File: src/core/cih_pkg.sv
package cih_pkg;

  // Register byte offsets on the APB window.
  localparam logic [11:0] CIH_CTRL_OFS = 12'h000;
  localparam logic [11:0] CIH_STATUS_OFS = 12'h004;
  localparam logic [11:0] CIH_CYCLES_OFS = 12'h008;
  localparam logic [11:0] CIH_TRAPS_OFS = 12'h00c;

  // Field positions and reset values.
  localparam int CIH_ATTACH_BIT = 0;
  localparam int CIH_ST_BUSY_BIT = 0;
  localparam int CIH_ST_CLS_LSB = 1;
  localparam int CIH_ST_UNDEF_BIT = 3;
  localparam int CIH_ST_ABORT_BIT = 4;
  localparam logic CIH_ATTACH_RST = 1'b0;

  // Instruction encoding constants.
  localparam logic [3:0] CIH_DATA_OP_PAT = 4'he;
  localparam logic [2:0] CIH_LOAD_STORE_PAT = 3'h6;
  localparam logic [3:0] CIH_PC_REG = 4'hf;
  localparam logic [31:0] CIH_PC_AHEAD = 32'h0000_0008;
  localparam logic [31:0] CIH_WORD_STEP = 32'h0000_0004;

  // Class of the instruction last executed.
  localparam logic [1:0] CIH_CLS_NONE = 2'h0;
  localparam logic [1:0] CIH_CLS_DATA_OP = 2'h1;
  localparam logic [1:0] CIH_CLS_XFER = 2'h2;

  typedef enum logic [2:0] {
    CIH_IDLE,
    CIH_WAIT,
    CIH_ISSUE,
    CIH_XFER,
    CIH_TAIL
  } cih_state_t;

  typedef struct packed {
    logic is_data_op;
    logic is_xfer;
    logic pre;
    logic up;
    logic long_len;
    logic write_back;
    logic load;
    logic [3:0] base_reg_field;
    logic [3:0] coproc_dest_reg;
    logic [3:0] coproc_number_field;
    logic [7:0] offset;
  } cih_instr_t;

  typedef struct packed {
    logic req;
    logic write;
    logic seq;
    logic [31:0] addr;
  } cih_mem_t;

  typedef struct packed {
    logic valid;
    logic [3:0] reg_idx;
    logic [31:0] data;
  } cih_wb_t;

endpackage

File: src/core/cih_core.sv
// Design decisions made here: the APB interface to the registers and the register addresses.
`timescale 1ns/1ns
// Overview of operation
// RL1: No coprocessor fitted, so coprocessor instructions trap undefined.
// RL2: Execute only when condition field passes.
// RL3: Data operation: 1110 in 27:24, bit4 clear.
// RL4: Core reads only bit 4, bits 24-31.
// RL5: Data operation issued without waiting for result.
// RL6: Coprocessor answers only its own number.
// RL7: Data operation: one S plus busy I cycles.
// RL8: Load/store: 110 in 27:25, fields decoded.
// RL9: Bit 20 zero stores, one loads.
// RL10: Offset is imm shifted two, added or subtracted.
// RL11: Pre applies offset first, post afterwards.
// RL12: Write base back only when W set.
// RL13: Following words step address by four bytes.
// RL14: Core gives addresses, coprocessor gives data, count.
// RL15: Low two address bits passed unaltered.
// RL16: PC base is instruction address plus eight.
// RL17: Abort traps, still writes base back.
// RL18: Coprocessor keeps aborted transfer restartable.
// RL19: Transfer: (n-1) S, two N, busy I cycles.
// RL20: Coprocessor uses register field and length bit.
// RL21: Software should give word-aligned base.
// RL22: Undefined trap issues no access nor write-back.
module cih_core import cih_pkg::*; (
  input wire logic clk,
  input wire logic rst,
  input wire logic ce,
  input wire logic psel,
  input wire logic penable,
  input wire logic pwrite,
  input wire logic [11:0] paddr,
  input wire logic [31:0] pwdata,
  output logic [31:0] prdata,
  output logic pready,
  output logic pslverr,
  input wire logic instr_valid,
  output logic instr_ready,
  input wire logic [31:0] instr_word,
  input wire logic [31:0] instr_addr,
  input wire logic [3:0] cpsr_flags,
  input wire logic [31:0] base_value,
  input wire logic cop_busy,
  input wire logic cop_last,
  output logic cop_issue,
  output logic [31:0] cop_instr,
  input wire logic mem_abort,
  output cih_mem_t mem_out,
  output cih_wb_t wb_out,
  output logic undef_trap,
  output logic abort_trap
);
  function automatic logic cond_pass(input logic [3:0] c, input logic [3:0] f);
    // Flags arrive as {N,Z,C,V}, so f[3] is N and f[0] is V.
    case (c)
      4'h0: cond_pass = f[2];
      4'h1: cond_pass = !f[2];
      4'h2: cond_pass = f[1];
      4'h3: cond_pass = !f[1];
      4'h4: cond_pass = f[3];
      4'h5: cond_pass = !f[3];
      4'h6: cond_pass = f[0];
      4'h7: cond_pass = !f[0];
      4'h8: cond_pass = f[1] && !f[2];
      4'h9: cond_pass = !f[1] || f[2];
      4'ha: cond_pass = f[3] == f[0];
      4'hb: cond_pass = f[3] != f[0];
      4'hc: cond_pass = !f[2] && (f[3] == f[0]);
      4'hd: cond_pass = f[2] || (f[3] != f[0]);
      4'he: cond_pass = 1'b1;
      default: cond_pass = 1'b0;
    endcase
  endfunction
  function automatic cih_instr_t decode(input logic [31:0] w);
    cih_instr_t d;
    d.is_data_op = (w[27:24] == CIH_DATA_OP_PAT) && !w[4]; // [RL3] [RL4]
    d.is_xfer = w[27:25] == CIH_LOAD_STORE_PAT; // [RL8]
    d.pre = w[24];
    d.up = w[23];
    d.long_len = w[22];
    d.write_back = w[21];
    d.load = w[20];
    d.base_reg_field = w[19:16];
    d.coproc_dest_reg = w[15:12];
    d.coproc_number_field = w[11:8];
    d.offset = w[7:0];
    decode = d;
  endfunction
  function automatic logic [31:0] apply_offset(input logic [31:0] b, input logic up,
                                               input logic [7:0] imm);
    logic [31:0] ofs;
    ofs = {22'h0, imm, 2'h0};
    apply_offset = up ? b + ofs : b - ofs; // [RL10]
  endfunction

  cih_state_t st_r;
  cih_instr_t dec;
  logic attach_r;
  logic [31:0] ins_r;
  logic [31:0] base_r;
  logic [31:0] modbase_r;
  logic wb_en_r;
  logic abt_r;
  logic [31:0] cyc_r;
  logic [31:0] cycles_r;
  logic [31:0] traps_r;
  logic [1:0] cls_r;
  logic undef_seen_r;
  logic abort_seen_r;
  logic take;
  logic is_cop;
  logic pass;
  logic go;
  logic [31:0] eff_base;
  logic [31:0] eff_mod;
  logic apb_wr;
  logic apb_rd;
  logic mapped;

  ////////////////////////////////////////////////////////////////////////////
  // Instruction acceptance and address generation.
  assign dec = decode(instr_word);
  assign instr_ready = st_r == CIH_IDLE;
  assign take = ce && instr_valid && instr_ready;
  assign is_cop = dec.is_data_op || dec.is_xfer;
  assign pass = cond_pass(instr_word[31:28], cpsr_flags); // [RL2]
  assign go = take && is_cop && pass;
  assign eff_base = (dec.base_reg_field == CIH_PC_REG) ? instr_addr + CIH_PC_AHEAD
                                                       : base_value; // [RL16]
  assign eff_mod = apply_offset(eff_base, dec.up, dec.offset);

  always_ff @(posedge clk) begin
    if (rst) begin
      st_r <= CIH_IDLE;
      ins_r <= 32'h0;
      base_r <= 32'h0;
      modbase_r <= 32'h0;
      wb_en_r <= 1'b0;
      abt_r <= 1'b0;
      cyc_r <= 32'h0;
    end else if (ce) begin
      case (st_r)
        CIH_IDLE: begin
          // Detached, the instruction goes to the trap handler untouched.
          if (go && attach_r) begin // [RL1] [RL22]
            st_r <= CIH_WAIT;
            ins_r <= instr_word;
            base_r <= eff_base;
            modbase_r <= eff_mod;
            // Write-back into the program counter is never performed.
            wb_en_r <= dec.is_xfer && dec.write_back &&
                       (dec.base_reg_field != CIH_PC_REG); // [RL12] [RL16]
            abt_r <= 1'b0;
            cyc_r <= 32'h0;
          end
        end
        CIH_WAIT: begin
          if (cop_busy) begin
            cyc_r <= cyc_r + 32'h1; // [RL7] [RL19]
          end else if (ins_r[27:25] == CIH_LOAD_STORE_PAT) begin
            st_r <= CIH_XFER;
          end else begin
            st_r <= CIH_ISSUE;
          end
        end
        CIH_ISSUE: begin
          // The data operation is handed over and not waited for.
          st_r <= CIH_IDLE; // [RL5]
          cyc_r <= cyc_r + 32'h1; // [RL7]
        end
        CIH_XFER: begin
          cyc_r <= cyc_r + 32'h1; // [RL19]
          // The coprocessor ends the transfer, the memory manager may abort it.
          if (mem_abort || cop_last) begin // [RL14]
            st_r <= CIH_TAIL;
            abt_r <= mem_abort;
          end
        end
        CIH_TAIL: begin
          st_r <= CIH_IDLE;
          cyc_r <= cyc_r + 32'h1; // [RL19]
        end
        default: st_r <= CIH_IDLE;
      endcase
    end
  end

  ////////////////////////////////////////////////////////////////////////////
  // Memory address sequencing.
  always_ff @(posedge clk) begin
    if (rst) begin
      mem_out <= '0;
    end else if (ce) begin
      if (st_r == CIH_WAIT && !cop_busy && ins_r[27:25] == CIH_LOAD_STORE_PAT) begin
        mem_out.req <= 1'b1;
        mem_out.write <= !ins_r[20]; // [RL9]
        mem_out.seq <= 1'b0;
        // Low address bits are left as computed.
        mem_out.addr <= ins_r[24] ? modbase_r : base_r; // [RL11] [RL15]
      end else if (st_r == CIH_XFER && !mem_abort && !cop_last) begin
        mem_out.seq <= 1'b1;
        mem_out.addr <= mem_out.addr + CIH_WORD_STEP; // [RL13]
      end else begin
        mem_out.req <= 1'b0;
        mem_out.seq <= 1'b0;
      end
    end
  end

  ////////////////////////////////////////////////////////////////////////////
  // Coprocessor issue, base write-back and traps.
  always_ff @(posedge clk) begin
    if (rst) begin
      cop_issue <= 1'b0;
      cop_instr <= 32'h0;
    end else if (ce) begin
      cop_issue <= (st_r == CIH_WAIT) && !cop_busy;
      if (st_r == CIH_WAIT && !cop_busy) begin
        cop_instr <= ins_r;
      end
    end
  end

  always_ff @(posedge clk) begin
    if (rst) begin
      wb_out <= '0;
      abort_trap <= 1'b0;
      undef_trap <= 1'b0;
    end else if (ce) begin
      // Write-back is kept even when the transfer aborted.
      wb_out.valid <= (st_r == CIH_TAIL) && wb_en_r; // [RL12] [RL17]
      wb_out.reg_idx <= ins_r[19:16];
      wb_out.data <= modbase_r;
      abort_trap <= (st_r == CIH_TAIL) && abt_r; // [RL17]
      undef_trap <= go && !attach_r; // [RL1] [RL22]
    end
  end

  ////////////////////////////////////////////////////////////////////////////
  // APB register file.
  assign pready = 1'b1;
  assign mapped = paddr == CIH_CTRL_OFS || paddr == CIH_STATUS_OFS ||
                  paddr == CIH_CYCLES_OFS || paddr == CIH_TRAPS_OFS;
  assign pslverr = psel && penable && !mapped;
  assign apb_wr = psel && penable && pwrite && mapped;
  assign apb_rd = psel && !penable && !pwrite;

  always_ff @(posedge clk) begin
    if (rst) begin
      attach_r <= CIH_ATTACH_RST;
    end else if (ce && apb_wr && paddr == CIH_CTRL_OFS) begin
      attach_r <= pwdata[CIH_ATTACH_BIT];
    end
  end

  always_ff @(posedge clk) begin
    if (rst) begin
      cycles_r <= 32'h0;
      traps_r <= 32'h0;
      cls_r <= CIH_CLS_NONE;
      undef_seen_r <= 1'b0;
      abort_seen_r <= 1'b0;
    end else if (ce) begin
      if (st_r == CIH_ISSUE || st_r == CIH_TAIL) begin
        cycles_r <= cyc_r + 32'h1;
      end
      if (go) begin
        cls_r <= dec.is_xfer ? CIH_CLS_XFER : CIH_CLS_DATA_OP;
        undef_seen_r <= !attach_r;
        abort_seen_r <= 1'b0;
      end else if (st_r == CIH_TAIL && abt_r) begin
        abort_seen_r <= 1'b1;
      end
      // A software write clears the trap count; a trap in the same cycle is counted after the clear, leaving one.
      if (go && !attach_r) begin
        traps_r <= (apb_wr && paddr == CIH_TRAPS_OFS) ? 32'h1 : traps_r + 32'h1;
      end else if (apb_wr && paddr == CIH_TRAPS_OFS) begin
        traps_r <= 32'h0;
      end
    end
  end

  always_ff @(posedge clk) begin
    if (rst) begin
      prdata <= 32'h0;
    end else if (ce && apb_rd) begin
      prdata <= 32'h0;
      case (paddr)
        CIH_CTRL_OFS: prdata[CIH_ATTACH_BIT] <= attach_r;
        CIH_STATUS_OFS: begin
          prdata[CIH_ST_BUSY_BIT] <= st_r != CIH_IDLE;
          prdata[CIH_ST_CLS_LSB +: 2] <= cls_r;
          prdata[CIH_ST_UNDEF_BIT] <= undef_seen_r;
          prdata[CIH_ST_ABORT_BIT] <= abort_seen_r;
        end
        CIH_CYCLES_OFS: prdata <= cycles_r;
        CIH_TRAPS_OFS: prdata <= traps_r;
        default: prdata <= 32'h0;
      endcase
    end
  end

  ////////////////////////////////////////////////////////////////////////////
  // Checks. Helper counters track busy cycles and words independently.
  logic [31:0] hb_r;
  logic [31:0] hw_r;
  always_ff @(posedge clk) begin
    if (rst) begin
      hb_r <= 32'h0;
      hw_r <= 32'h0;
    end else if (ce) begin
      if (st_r == CIH_IDLE) begin
        hb_r <= 32'h0;
        hw_r <= 32'h0;
      end else begin
        hb_r <= hb_r + {31'h0, st_r == CIH_WAIT && cop_busy};
        hw_r <= hw_r + {31'h0, mem_out.req};
      end
    end
  end

  AST_UNDEF_WHEN_DETACHED: assert property (@(posedge clk) disable iff (rst) // [RL1]
    go && !attach_r |=> undef_trap && st_r == CIH_IDLE)
    else $error("detached coprocessor instruction did not trap");
  AST_COND_FAIL_IGNORED: assert property (@(posedge clk) disable iff (rst) // [RL2]
    take && is_cop && !pass |=> st_r == CIH_IDLE && !undef_trap)
    else $error("instruction with failing condition had an effect");
  AST_NO_ACCESS_ON_TRAP: assert property (@(posedge clk) disable iff (rst) // [RL22]
    undef_trap |-> !mem_out.req && !wb_out.valid && !cop_issue)
    else $error("undefined trap came with an access");
  AST_DATA_OP_NO_STALL: assert property (@(posedge clk) disable iff (rst) // [RL5]
    st_r == CIH_ISSUE && ce |-> cop_issue ##1 st_r == CIH_IDLE)
    else $error("data operation waited for completion");
  AST_DATA_OP_CYCLES: assert property (@(posedge clk) disable iff (rst) // [RL7]
    st_r == CIH_ISSUE && ce |=> cycles_r == $past(hb_r) + 32'h1)
    else $error("data operation cycle count wrong");
  AST_XFER_CYCLES: assert property (@(posedge clk) disable iff (rst) // [RL19]
    st_r == CIH_TAIL && ce |=> cycles_r == $past(hb_r) + $past(hw_r) + 32'h1)
    else $error("transfer cycle count wrong");
  AST_FIRST_ADDR: assert property (@(posedge clk) disable iff (rst) // [RL11]
    mem_out.req && !mem_out.seq |-> mem_out.addr == (ins_r[24] ? modbase_r : base_r))
    else $error("first transfer address wrong");
  AST_ADDR_STEP: assert property (@(posedge clk) disable iff (rst) // [RL13]
    st_r == CIH_XFER && ce && !mem_abort && !cop_last
    |=> mem_out.seq && mem_out.addr == $past(mem_out.addr) + CIH_WORD_STEP)
    else $error("following word address not four bytes higher");
  AST_DIRECTION: assert property (@(posedge clk) disable iff (rst) // [RL9]
    mem_out.req |-> mem_out.write == !ins_r[20])
    else $error("transfer direction wrong");
  AST_WB_VALUE: assert property (@(posedge clk) disable iff (rst) // [RL10]
    wb_out.valid |-> wb_out.data == (ins_r[23] ? base_r + {22'h0, ins_r[7:0], 2'h0}
                                                : base_r - {22'h0, ins_r[7:0], 2'h0}))
    else $error("written back base wrong");
  AST_WB_ONLY_W: assert property (@(posedge clk) disable iff (rst) // [RL12]
    wb_out.valid |-> ins_r[21] && ins_r[19:16] != CIH_PC_REG)
    else $error("write-back without W bit");
  AST_ABORT_KEEPS_WB: assert property (@(posedge clk) disable iff (rst) // [RL17]
    st_r == CIH_XFER && ce && mem_abort ##1 ce[*1]
    |=> abort_trap && wb_out.valid == (ins_r[21] && ins_r[19:16] != CIH_PC_REG))
    else $error("abort did not trap or lost write-back");
  CVR_DATA_OP: cover property (@(posedge clk) disable iff (rst)
    st_r == CIH_ISSUE ##1 st_r == CIH_IDLE);
  CVR_MULTI_WORD: cover property (@(posedge clk) disable iff (rst)
    mem_out.req && mem_out.seq ##1 mem_out.req && mem_out.seq);
  CVR_ABORT: cover property (@(posedge clk) disable iff (rst) abort_trap);
  CVR_UNDEF: cover property (@(posedge clk) disable iff (rst) undef_trap);
endmodule

File: config.mk
export PLATFORM = sky130hd
export DESIGN_NAME = cih_core
export DESIGN_NICKNAME = d
export VERILOG_FILES = /design/src/core/cih_pkg.sv /design/src/core/cih_core.sv
export SDC_FILE = /design/constraint.sdc
export NUM_CORES = 1
export LEC_CHECK = 0
export ABC_AREA = 1
export BUFFER_PORTS_ARGS = -buffer_cell sky130_fd_sc_hd__buf_2
export CORE_AREA = 2 2 189 210
export CTS_CLUSTER_DIAMETER = 150
export CTS_CLUSTER_SIZE = 16
export DETAILED_ROUTE_END_ITERATION = 10
export DIE_AREA = 0 0 191 212
export MAX_ROUTING_LAYER = met4
export PLACE_DENSITY_LB_ADDON = 0.12
export SKIP_LAST_GASP = 1
export SLEW_MARGIN = 20
export SYNTH_ARGS = -nofsm -noshare
export SYNTH_HDL_FRONTEND = slang
export SYNTH_SLANG_ARGS = --single-unit
File: constraint.sdc
create_clock -name clk -period 5.06 [get_ports clk]
set_input_delay 1.012 -clock clk [delete_from_list [all_inputs] [get_ports clk]]
set_output_delay 1.012 -clock clk [all_outputs]
set_load 0.005 [all_outputs]
Yosys cells after proc, flatten, opt, wreduce, memory -nomap -nowiden
Cells that the tools add are included.

cells by class
  $add $sub $neg = 6
  eq/ne operators = 33
  muxes and demuxes = 29
  reductions and logical operators = 70

operator list
  kind                                             count
  two-way mux 32 bit                               9
  one-hot mux 32 bit (3 select lines)              1
  adder 32 x 1 -> 32 bit (second input constant)   2
  one-hot mux 27 bit (2 select lines)              1
  == test 4 bit (second input constant)            9
  two-way mux 33 bit                               1
  adder 32 x 10 -> 32 bit                          1
  adder 32 x 3 -> 32 bit (second input constant)   1
  adder 32 x 4 -> 32 bit (second input constant)   1
  subtractor 32 x 10 -> 32 bit                     1
  logical AND 1 bit                                27
  == test 12 x 4 -> 1 bit (second input constant)  2
  == test 4 x 3 -> 1 bit (second input constant)   4
  AND reduction 2 bit                              8
  one-hot mux 1 bit (15 select lines)              1
  zero test 1 bit                                  13
  == test 12 x 3 -> 1 bit (second input constant)  1
  zero test 12 bit                                 1
  one-hot mux 4 bit (3 select lines)               1
  AND reduction 4 bit                              3
  == test 3 bit (second input constant)            3
  two-way mux 3 bit                                3
  one-hot mux 3 bit (3 select lines)               1
  == test 4 x 2 -> 1 bit (second input constant)   2
  19 further kinds                                 41

storage, ports and cells
  register bits after elaboration = 341
  input port bits = 154
  output and inout bits = 142
  logic and storage cells = 163

Depth between registers and ports, before layout
Gate-level depths: netlist (run 1).

  depth in word-level cells = 8
  depth in mapped cells = 23
  gate-level depth less buffers = 23

Worst setup path after synthesis (run 1)
No wires, ideal clock.

  kind = input-to-reg
  start point = in instr_word[17]
  end point = reg modbase_r[28]
  setup time = 117 ps
  data arrival time = 3328 ps
  required time = 4943 ps
  path slack = 1615 ps
  cell stages on the path = 20
  buffers on the path = 2
  cell sequence = nand4_1 -> inv_1 -> buf_2 -> buf_1 -> nand2_1 -> nand2_1 -> ha_1 -> fa_1 -> nand3_1 -> nand2_1 -> nand2_1 -> nand2_1 -> a21oi_1 -> inv_1 -> nand2_1 -> nand3_1 -> nand2_1 -> nand2_1 -> nor2_1 -> nor2_1

on the way
  longest elaborated chain between the ends = 4
  elaborated cells between the ends (all ways) = 5
  those cells by class = add/sub: 2; eq/ne: 1; mux: 2

ends and longest elaborated chain
  element                                                                         RTL line         RTL
  start: declaration                                                              cih_core.sv:40   input wire logic [31:0] instr_word,
  == test 4 bit (*)                                                               cih_core.sv:129  assign eff_base = (dec.base_reg_field == CIH_PC_REG) ? instr_addr + CIH_PC_AHEAD
  two-way mux 32 bit (*)                                                          cih_core.sv:129
  net eff_base[2]                                                                 cih_core.sv:115  logic [31:0] eff_base;
  subtractor 32 x 10 -> 32 bit / adder 32 x 10 -> 32 bit (equally long branches)  cih_core.sv:94   apply_offset = up ? b + ofs : b - ofs;
  two-way mux 32 bit (*)                                                          cih_core.sv:94
  end signal: assignment                                                          cih_core.sv:150  modbase_r <= eff_mod;
  end: declaration                                                                cih_core.sv:102  logic [31:0] modbase_r;

The timed path passes the listed nets; every way through them passes the cells marked *.
A chain may end at the register's enable or synchronous reset.

Final worst setup path (run 1)
  start point = in instr_word[0]
  end point = reg modbase_r[23]

on the way
  longest elaborated chain between the ends = 2
  elaborated cells between the ends (all ways) = 3
  those cells by class = add/sub: 2; mux: 1

ends and longest elaborated chain
  element                                                                         RTL line
  subtractor 32 x 10 -> 32 bit / adder 32 x 10 -> 32 bit (equally long branches)  cih_core.sv:94
  two-way mux 32 bit (*)                                                          cih_core.sv:94

Mark *: on every way between the ends. The rest lies on a longest branch, timed or not.

==> metrics, run 1 <==
Post-Synthesis Cells 2902; Buf/Inv on CP 4; Overall Global Routing Usage 0.320; die width 191 um; Final Util 0.551; setup TNS 0 ps; r2r startpoint st_r[1]$_SDFFE_PP0P_; Cell Area, Synth 19000 um2; full die area 40500 um2; startpoint type of the worst setup path primary input; DR pass1 iterations 5; max_cap viols 0; Post-CTS Setup Bufs 0; Distinct cells, synth 49; first-pass GRT wire length 99900 um; CTS max path bufs 3; Synth top area share 0.357; via/cell ratio 5.50; Clock Skew 33.2 ps; Worst setup EP type flip-flop; I/O pin total 296; cts bufs inserted 25; Core Area 38500 um2; die height 212 um; fraction of layout cells with a size suffix above 1 0.115; Syn Nets 3092; CTS Sinks 339; clk_lat worst skew 570 ps; status finished, final reports clean; Rows 76; Final Hold Vio Count 0; sequential fraction of the synthesis area 0.357; largest net degree at the start of global routing 161; H-Tree Depth 1; initial DRC count 1758; DP HPWL 48200 um; initial antenna violation count 6; Crit Path Category in2reg; RSZ-0062 raised after global routing false; Port Buffer Count 263; Final ANT Viol Nets 0; residual DRC count 0; synth-to-layout area growth 11.7%; Max Fclk 0.267 GHz; Crit path max-delay family compound AO/OA/AOI/OAI gates; #FFs+latches synth 339; CTS tree done; PostCTS Resize Cnt 0; Pwr per Cell Area 288 nW/um2; GRT overflow 0; crit path from instr_word[0]; Setup WS pre-CTS 815 ps; Final Setup Violations 0; hold_sp base_r[19]$_SDFFE_PP0P_; post-synthesis area per instance 6.55 um2; gpl congestion 0.979; Rel. slew slack 0.225; crit path time final 3750 ps; Worst Path Required 5460 ps; area leader, netlist dfxtp_1; initial core utilization 0.493; Final nets 3271; worst hold path class reg2reg; Leakage 9.43 nW; Post-synth ARST share 0; # fillers 3985; Vias 19800; measured slew at the worst slew-check pin 1160 ps; CP max FO 4; number of synthesized flops with an enable pin 0; top_reg_cell synth dfxtp_1; worst path cell trace buf_2 > inv_1 > ha_1 > inv_1 > nor2_1 > inv_1 > nor3_1 > o21ai_0 > ha_1 > a21oi_1 > o21ai_0 > a21oi_1 > nand2_1 > a21oi_1 > xor2_1 > a21oi_1; crit-path most repeated cell a21oi_1; Synth area leaders dfxtp_1 (36%), nand2_1 (13%), nor2_1 (9.1%); vias in the first global route 18100; Data arrival, critical path 4150 ps; Peak VDD IR 254 uV; Slowest-stage cell, CP ha_1; max incr delay on CP 510 ps; PnR worst setup slack 1310 ps; max-slew violation count 0; routed wire length 64400 um; routed len/inst 17.9 um; Root Buffer clkbuf_16; hold buffer count at cts 0; Reg clk slew, reported paths 70 ps; Final Cycle Share 0.740; synth warn 0
[layout make-up]
cell class	instances	area, um2	area share
Multi-Input combinational cell	2118	10500	0.493
Sequential cell	339	6790	0.320
Timing Repair Buffer	285	1510	0.0711
Inverter	312	1170	0.0554
Tap cell	507	634	0.0299
Clock buffer	25	626	0.0295
Clock inverter	2	25.0	0.00118
Antenna cell	5	12.5	0.000590
[tightest hold or removal path, cell delays in order (launching register included)]
cell and delay, ps:
dfxtp_1 300, inv_1 60, a21oi_1 60
[final timing paths]
check	end	slack (ps)	cells past startpoint
worst min-delay path	base_r[19]$_SDFFE_PP0P_	460	2
worst min register to register	base_r[19]$_SDFFE_PP0P_	460	2
worst max-delay path	modbase_r[23]$_SDFFE_PP0P_	1310	16
worst max register to register	modbase_r[26]$_SDFFE_PP0P_	2220	8
[cell usage in the layout (no fill, tap or decap), types with 4 or more instances in the layout]
cell type,Yosys,layout
nor2_1,462,461
nand3b_1,4,4
inv_2,8,7
nand4_1,45,45
o21ai_0,239,239
a31oi_1,17,17
ha_1,35,35
inv_1,302,301
o21ai_1,4,4
o211ai_1,52,52
nor3_1,65,65
buf_4,9,21
o21a_1,7,7
nor3b_1,4,4
nand3_1,123,123
diode_2,0,5
buf_2,22,262
dfxtp_1,339,339
a211oi_1,13,13
xnor2_1,27,27
nor4_1,5,5
or2_2,12,12
nand3_2,4,4
nand2_1,637,637
o221ai_1,22,22
nor2_2,3,4
o21bai_1,5,5
clkbuf_16,0,25
a21oi_1,225,225
xor2_1,81,81
[per-layer routing]
metal  wire [um]  vias to the layer above  GRT usage  part of all wire
li1            -                     9802          -                 -
met1       30900                     9134      0.471              0.48
met2       26800                      755      0.461              0.42
met3        5540                       76     0.0503             0.086
met4        1190                        0     0.0623             0.018
met5           0                        -          -                 0
[where the power goes]
group	total [mW]	switching (mW)	internal, mW
Combinational	1.33	0.915	0.410
Sequential	2.91	0.104	2.81
Clock	1.88	0.999	0.883
[sequential cells by signal, indices dropped and copies added (netlist names), 2 cells and up]
name and flops:
base_r 32, cyc_r 32, st_r 3, modbase_r 30
cop_instr 32, wb_out 37, cls_r 2, mem_out 35
cycles_r 32, traps_r 32, prdata 32, ins_r 32
[cell usage after synthesis (all sizes together), types with 2 or more instances]
master    n
nand2   641
nor2    466
dfxtp   339
inv     310
o21ai   244
a21oi   226
nand3   128
clkbuf   91
xor2     81
nor3     65
o211ai   52
nand4    45
buf      42
ha       35
xnor2    27
o221ai   22
a31oi    17
a211oi   13
or2      12
nor4      8
o21a      7
nor3b     5
o21bai    5
nand3b    4
a221oi    3
and3      3
o22ai     3
clkinv    2
[logic make-up after synthesis]
family,Yosys count,synth area share
and+or+nand+nor,1377,0.302
AOI/OAI and AO/OA,596,0.174
buffers and inverters,445,0.0924
DFF,339,0.357
xor gates and xnor gates,108,0.0498
adders and majority gates,36,0.0241
other,1,0.000197
[stage by stage]
| step | hold slack (ps) | power [mW] | std cells | instance area [um2] |
|---|---|---|---|---|
| after CTS | 459 | 6.13 | 3588 | 21200 |
| after floorplan | 423 | 3.85 | 2902 | 19000 |
| after global routing | 486 | 6.40 | 3593 | 21200 |
| after global placement | 442 | 4.25 | 3561 | 20600 |
| after detailed placement | 449 | 4.27 | 3561 | 20600 |
| final | 458 | 6.12 | 3593 | 21200 |
(Power assumes the default switching activity.)
==> run 2, diff against run 1 <==
Clock period 5.06 ns to 3.5 ns, I/O delays scaled along.
==> metrics, run 2 (same netlist as run 1, synthesis figures left out) <==
status finished, final reports clean (unchanged); Slowest-stage cell, CP ha_1 (unchanged); CTS max path bufs 3 (unchanged); Logic pwr share 0.234 (was 0.216); max incr delay on CP 330 ps (was 510 ps); Buf/Inv on CP 3 (was 4); Port Buffer Count 263 (unchanged); synth-to-layout area growth 17.1% (was 11.7%); sw frac 0.322 (was 0.330); met2 wire len 27800 um (was 26800 um); Highest Signal Layer met4 (unchanged); Rel. slew slack 0.386 (was 0.225); initial antenna violation count 9 (was 6); H-Tree Depth 1 (unchanged); DR pass1 iterations 5 (unchanged); most frequent cells in the layout nand2_1 (637), nor2_1 (461), dfxtp_1 (339) (unchanged); internal cell power 6.08 mW (was 4.10 mW); Worst setup EP type flip-flop (unchanged); Max Fclk 0.323 GHz; startpoint type of the worst setup path primary input (unchanged); via/cell ratio 5.40 (was 5.50); hold buffer count at cts 0 (unchanged); cts bufs inserted 25 (unchanged); DP HPWL 49800 um (was 48200 um); vias in the first global route 18600 (was 18100); initial DRC count 1747 (was 1758); die width 191 um (unchanged); residual DRC count 0 (unchanged); CTS Sinks 339 (unchanged); RSZ-0062 raised after global routing false (unchanged); Biggest register wb_out (unchanged); Final Hold Vio Count 0 (unchanged); initial core utilization 0.493 (unchanged); Root Buffer clkbuf_16 (unchanged); Leakage 10.1 nW (was 9.43 nW); measured slew at the worst slew-check pin 921 ps (was 1160 ps); max_cap viols 0 (unchanged); wl on met1 30800 um (was 30900 um); worst hold path class in2reg (was reg2reg); switching pwr 2.89 mW (was 2.02 mW); Crit path max-delay family simple AND/OR/NAND/NOR gates (was compound AO/OA/AOI/OAI gates); Final nets 3401 (was 3271); Post-CTS Setup Bufs 0 (unchanged); Final Cycle Share 0.884; commonest non-fill, non-tap cell in the layout nand2_1 (unchanged); first-pass GRT wire length 102000 um (was 99900 um); Data arrival, critical path 3610 ps (was 4150 ps); GRT overflow 0 (unchanged); Final Setup Violations 0 (unchanged); Reg clk slew, reported paths 100 ps (was 70 ps); worst path cell trace buf_2 > nand3_1 > nor2_1 > nand2_1 > nor2_1 > nand2_1 > nor2_1 > nand2_1 > a31oi_1 > inv_1 > ha_1 > a21oi_1 > buf_4 > o21a_1 > nor2_1 > nor2_1 > nand3_1 > nor2_1 > nor2_1 > a21oi_1 (was buf_2 > inv_1 > ha_1 > inv_1 > nor2_1 > inv_1 > nor3_1 > o21ai_0 > ha_1 > a21oi_1 > o21ai_0 > a21oi_1 > nand2_1 > a21oi_1 > xor2_1 > a21oi_1); Regs by FF count wb_out: 37 flops, mem_out: 35 flops (unchanged); crit path time final 3100 ps; Final ANT Viol Nets 0 (unchanged); Crit Path Category in2reg (unchanged); Overall Global Routing Usage 0.326 (was 0.320); PnR worst setup slack 405 ps (was 1310 ps); Worst Path Required 4020 ps (was 5460 ps); PostCTS Resize Cnt 0 (unchanged); Pwr per Cell Area 404 nW/um2 (was 288 nW/um2); Vias 20100 (was 19800); Setup WS pre-CTS -147 ps (was 815 ps); max reg flops 37 (unchanged); largest net degree at the start of global routing 128 (was 161); full die area 40500 um2 (unchanged); routed wire length 65200 um (was 64400 um); fraction of layout cells with a size suffix above 1 0.150 (was 0.115); Final Util 0.577 (was 0.551); max-slew violation count 0 (unchanged); CTS tree done (unchanged); I/O pin total 296 (unchanged); Rows 76 (unchanged); routed wl met3 5210 um (was 5540 um); Flop pwr share 0.469 (was 0.476); Clock Skew 38.7 ps (was 33.2 ps); die height 212 um (unchanged); gpl congestion 0.923 (was 0.979); CP max FO 3 (was 4); clock share of power 0.297 (was 0.307); routed len/inst 17.5 um (was 17.9 um); setup TNS 0 ps (unchanged); clk_lat worst skew 580 ps (was 570 ps); Peak VDD IR 350 uV (was 254 uV); Core Area 38500 um2 (unchanged); crit-path most repeated cell nor2_1 (was a21oi_1)
-- run 2: path summary, 6_finish.rpt --
check / startpoint / end / slack [ps] / cells past startpoint
worst min register to register: ins_r[6]$_SDFFE_PP0P_ / cop_instr[6]$_SDFFE_PP0P_ / 450 / 2
worst max register to register: st_r[2]$_SDFFE_PP0P_ / mem_out[20]$_SDFFE_PP0P_ / 880 / 9
worst max-delay path: instr_addr[3] / modbase_r[27]$_SDFFE_PP0P_ / 400 / 20
worst min-delay path: instr_word[14] / ins_r[14]$_SDFFE_PP0P_ / 380 / 3
-- run 2: tightest hold or removal path, cell delays in order --
cell and delay (ps):
buf_2 70, nor2_1 40, nor2_1 80
-- run 2: per-layer routing --
metal / track usage / vias to the layer above
met3: 0.0495 / 83
li1: - / 10100
met4: 0.0815 / 0
met1: 0.471 / 9236
met5: - / -
met2: 0.476 / 752
-- run 2: cell type report --
class | count | area (um2)
Antenna cell | 9 | 22.5
Clock buffer | 25 | 626
Clock inverter | 1 | 16.3
Fill cell | 3958 | 16300
Inverter | 312 | 1170
Multi-Input combinational cell | 2118 | 10500
Sequential cell | 339 | 6790
Tap cell | 507 | 634
Timing Repair Buffer | 415 | 2520
-- run 2: through the flow --
step / cells / hold WS (ps) / area, um2 / total power [mW]
finish: 3726 / 377 / 22200 / 8.98
floorplan: 2902 / 423 / 19000 / 5.56
global route: 3726 / 366 / 22200 / 9.40
global placement: 3691 / 437 / 21600 / 6.32
detailed placement: 3691 / 447 / 21600 / 6.36
CTS: 3717 / 355 / 22200 / 8.99
-- run 2: power groups by stage --
stage	sequential [mW]	combinational [mW]	clock, mW
after floorplan	4.26	1.30	0
after global placement	4.29	2.03	0
after detailed placement	4.30	2.06	0
after CTS	4.21	2.07	2.70
after global routing	4.23	2.34	2.83
final	4.21	2.10	2.66
==> run 3, diff against run 2 <==
Settings changed: CELL_PAD_IN_SITES_DETAIL_PLACEMENT set to 1, CELL_PAD_IN_SITES_GLOBAL_PLACEMENT set to 2, CORE_AREA 2 2 189 210 to 2 2 240 265, DIE_AREA 0 0 191 212 to 0 0 242 267.
==> metrics, run 3 (same netlist as run 1, synthesis figures left out) <==
status finished, final reports clean (unchanged); max reg flops 37 (unchanged); initial antenna violation count 2 (was 9); synth-to-layout area growth 22.1% (was 17.1%); CP max FO 3 (unchanged); vias in the first global route 21200 (was 18600); hold path depth 3 (unchanged); Leakage 10.4 nW (was 10.1 nW); Final Setup Violations 0 (unchanged); Worst setup EP type flip-flop (unchanged); Reg clk slew, reported paths 80 ps (was 100 ps); Final nets 3473 (was 3401); most frequent cells in the layout nand2_1 (637), nor2_1 (460), dfxtp_1 (339) (was nand2_1 (637), nor2_1 (461), dfxtp_1 (339)); H-Tree Depth 1 (unchanged); Port Buffer Count 263 (unchanged); Core Area 62000 um2 (was 38500 um2); RSZ-0062 raised after global routing false (unchanged); largest net degree at the start of global routing 88 (was 128); die width 242 um (was 191 um); initial DRC count 950 (was 1747); hold endpoint attach_r$_SDFFE_PP0P_ (was ins_r[14]$_SDFFE_PP0P_); Clock Skew 24.2 ps (was 38.7 ps); Worst Path Required 3920 ps (was 4020 ps); placed cell count 4089 (was 3691); residual DRC count 0 (unchanged); Setup WS pre-CTS -271 ps (was -147 ps); I/O pin total 296 (unchanged); crit path time final 3210 ps (was 3100 ps); Biggest register wb_out (unchanged); fin cells 4119 (was 3726); FF-to-FF path depth 9 (unchanged); Data arrival, critical path 3630 ps (was 3610 ps); PnR worst setup slack 291 ps (was 405 ps); hold buffer count at cts 0 (unchanged); reg-to-reg endpoint mem_out[26]$_SDFFE_PP0P_ (was mem_out[20]$_SDFFE_PP0P_); CTS tree done (unchanged); Rows 96 (was 76); Root Buffer clkbuf_16 (unchanged); r2r startpoint st_r[0]$_SDFFE_PP0P_ (was st_r[2]$_SDFFE_PP0P_); Pwr per Cell Area 400 nW/um2 (was 404 nW/um2); routed len/inst 19.9 um (was 17.5 um); via/cell ratio 4.98 (was 5.40); clk_lat worst skew 580 ps (about the same); Regs by FF count wb_out: 37 flops, mem_out: 35 flops (unchanged); measured slew at the worst slew-check pin 805 ps (was 921 ps); Final Cycle Share 0.917 (was 0.884); DR pass1 iterations 5 (unchanged); DP HPWL 64700 um (was 49800 um); hold_sp pwdata[0] (was instr_word[14]); max_cap viols 0 (unchanged); # fillers 8092 (was 3958); GRT overflow 0 (unchanged); Post-CTS Setup Bufs 0 (unchanged); fraction of layout cells with a size suffix above 1 0.170 (was 0.150); Overall Global Routing Usage 0.253 (was 0.326); max-slew violation count 0 (unchanged); Final Hold Vio Count 0 (unchanged); Crit Path Category in2reg (unchanged); gpl congestion 0.923 (about the same); PostCTS Resize Cnt 0 (unchanged); Peak VDD IR 349 uV (was 350 uV); full die area 64600 um2 (was 40500 um2); die height 267 um (was 212 um); worst hold path class in2reg (unchanged); cts bufs inserted 25 (unchanged); Max Fclk 0.312 GHz (was 0.323 GHz); commonest non-fill, non-tap cell in the layout nand2_1 (unchanged); Vias 20500 (was 20100); CTS Sinks 339 (unchanged); first-pass GRT wire length 125000 um (was 102000 um); routed wire length 81900 um (was 65200 um); flop-to-flop setup slack 920 ps (was 880 ps); initial core utilization 0.306 (was 0.493); CTS max path bufs 3 (unchanged); Rel. slew slack 0.464 (was 0.386); startpoint type of the worst setup path primary input (unchanged); Final ANT Viol Nets 0 (unchanged)
## run 3: changes by cell type in the layout (fill, tap and decap cells not counted), sizes merged
cell and delta:
diode -7, inv +2, buf +72
## run 3: worst max path at each step
| stage | from | to | slack [ps] | cells after the start |
|---|---|---|---|---|
| after floorplan | instr_word[17] | modbase_r[28]$_SDFFE_PP0P_ | 370 | 20 |
| after global placement | instr_addr[6] | modbase_r[31]$_SDFFE_PP0P_ | -260 | 20 |
| after detailed placement | instr_addr[8] | modbase_r[31]$_SDFFE_PP0P_ | -270 | 20 |
| after CTS | instr_addr[8] | modbase_r[31]$_SDFFE_PP0P_ | 340 | 20 |
| after global routing | instr_addr[11] | modbase_r[25]$_SDFFE_PP0P_ | 6 | 22 |
| final | instr_addr[11] | modbase_r[21]$_SDFFE_PP0P_ | 290 | 21 |
## run 3: critical path, stage by stage
cell,delay [ps]
buf_2,110
nand2_1,90
nor2_1,210
inv_1,80
nor2_1,140
nand2_1,100
nor2_1,190
nand2_1,100
a31oi_1,180
buf_4,160
inv_1,50
ha_1,310
nand2_1,120
inv_1,80
nand2_1,90
buf_4,150
nor2_1,240
nand4_1,140
nand3_1,160
xnor2_1,150
a21oi_1,90
## run 3: power breakdown
group / total [mW] / switching [mW] / leakage (nW) / internal [mW]
sequential: 4.21 / 0.149 / 2.74 / 4.06
combinational: 2.29 / 1.46 / 7.37 / 0.828
clock: 2.78 / 1.50 / 0.321 / 1.28
total: 9.28 / 3.11 / 10.4 / 6.17
## run 3: cell type report
| type | count | area, um2 | area share |
|---|---|---|---|
| Clock inverter | 3 | 26.3 | 0.00113 |
| Timing Repair Buffer | 487 | 3060 | 0.132 |
| Multi-Input combinational cell | 2118 | 10500 | 0.451 |
| Clock buffer | 25 | 626 | 0.0270 |
| Inverter | 312 | 1180 | 0.0507 |
| Tap cell | 833 | 1040 | 0.0449 |
| Sequential cell | 339 | 6790 | 0.293 |
| Antenna cell | 2 | 5.00 | 0.000216 |
## run 3: per-layer routing
metal  vias to the layer above  wire length [um]  GRT usage
met3                       127              2290     0.0211
met5                         -                 0          -
li1                      10200                 -          -
met4                         0              3110     0.0924
met2                       362             42000      0.458
met1                      9864             34500      0.292
## run 3: metrics by stage
| step | cell area, um2 | TNS (ps) | hold slack, ps | power (mW) | util |
|---|---|---|---|---|---|
| CTS | 23200 | 0 | 314 | 9.42 | 0.374 |
| finish | 23200 | 0 | 350 | 9.28 | 0.374 |
| global placement | 22500 | -2900 | 439 | 6.54 | 0.364 |
| global route | 23200 | 0 | 335 | 9.81 | 0.374 |
| floorplan | 19000 | 0 | 423 | 5.56 | - |
| detailed placement | 22500 | -3290 | 441 | 6.60 | 0.364 |
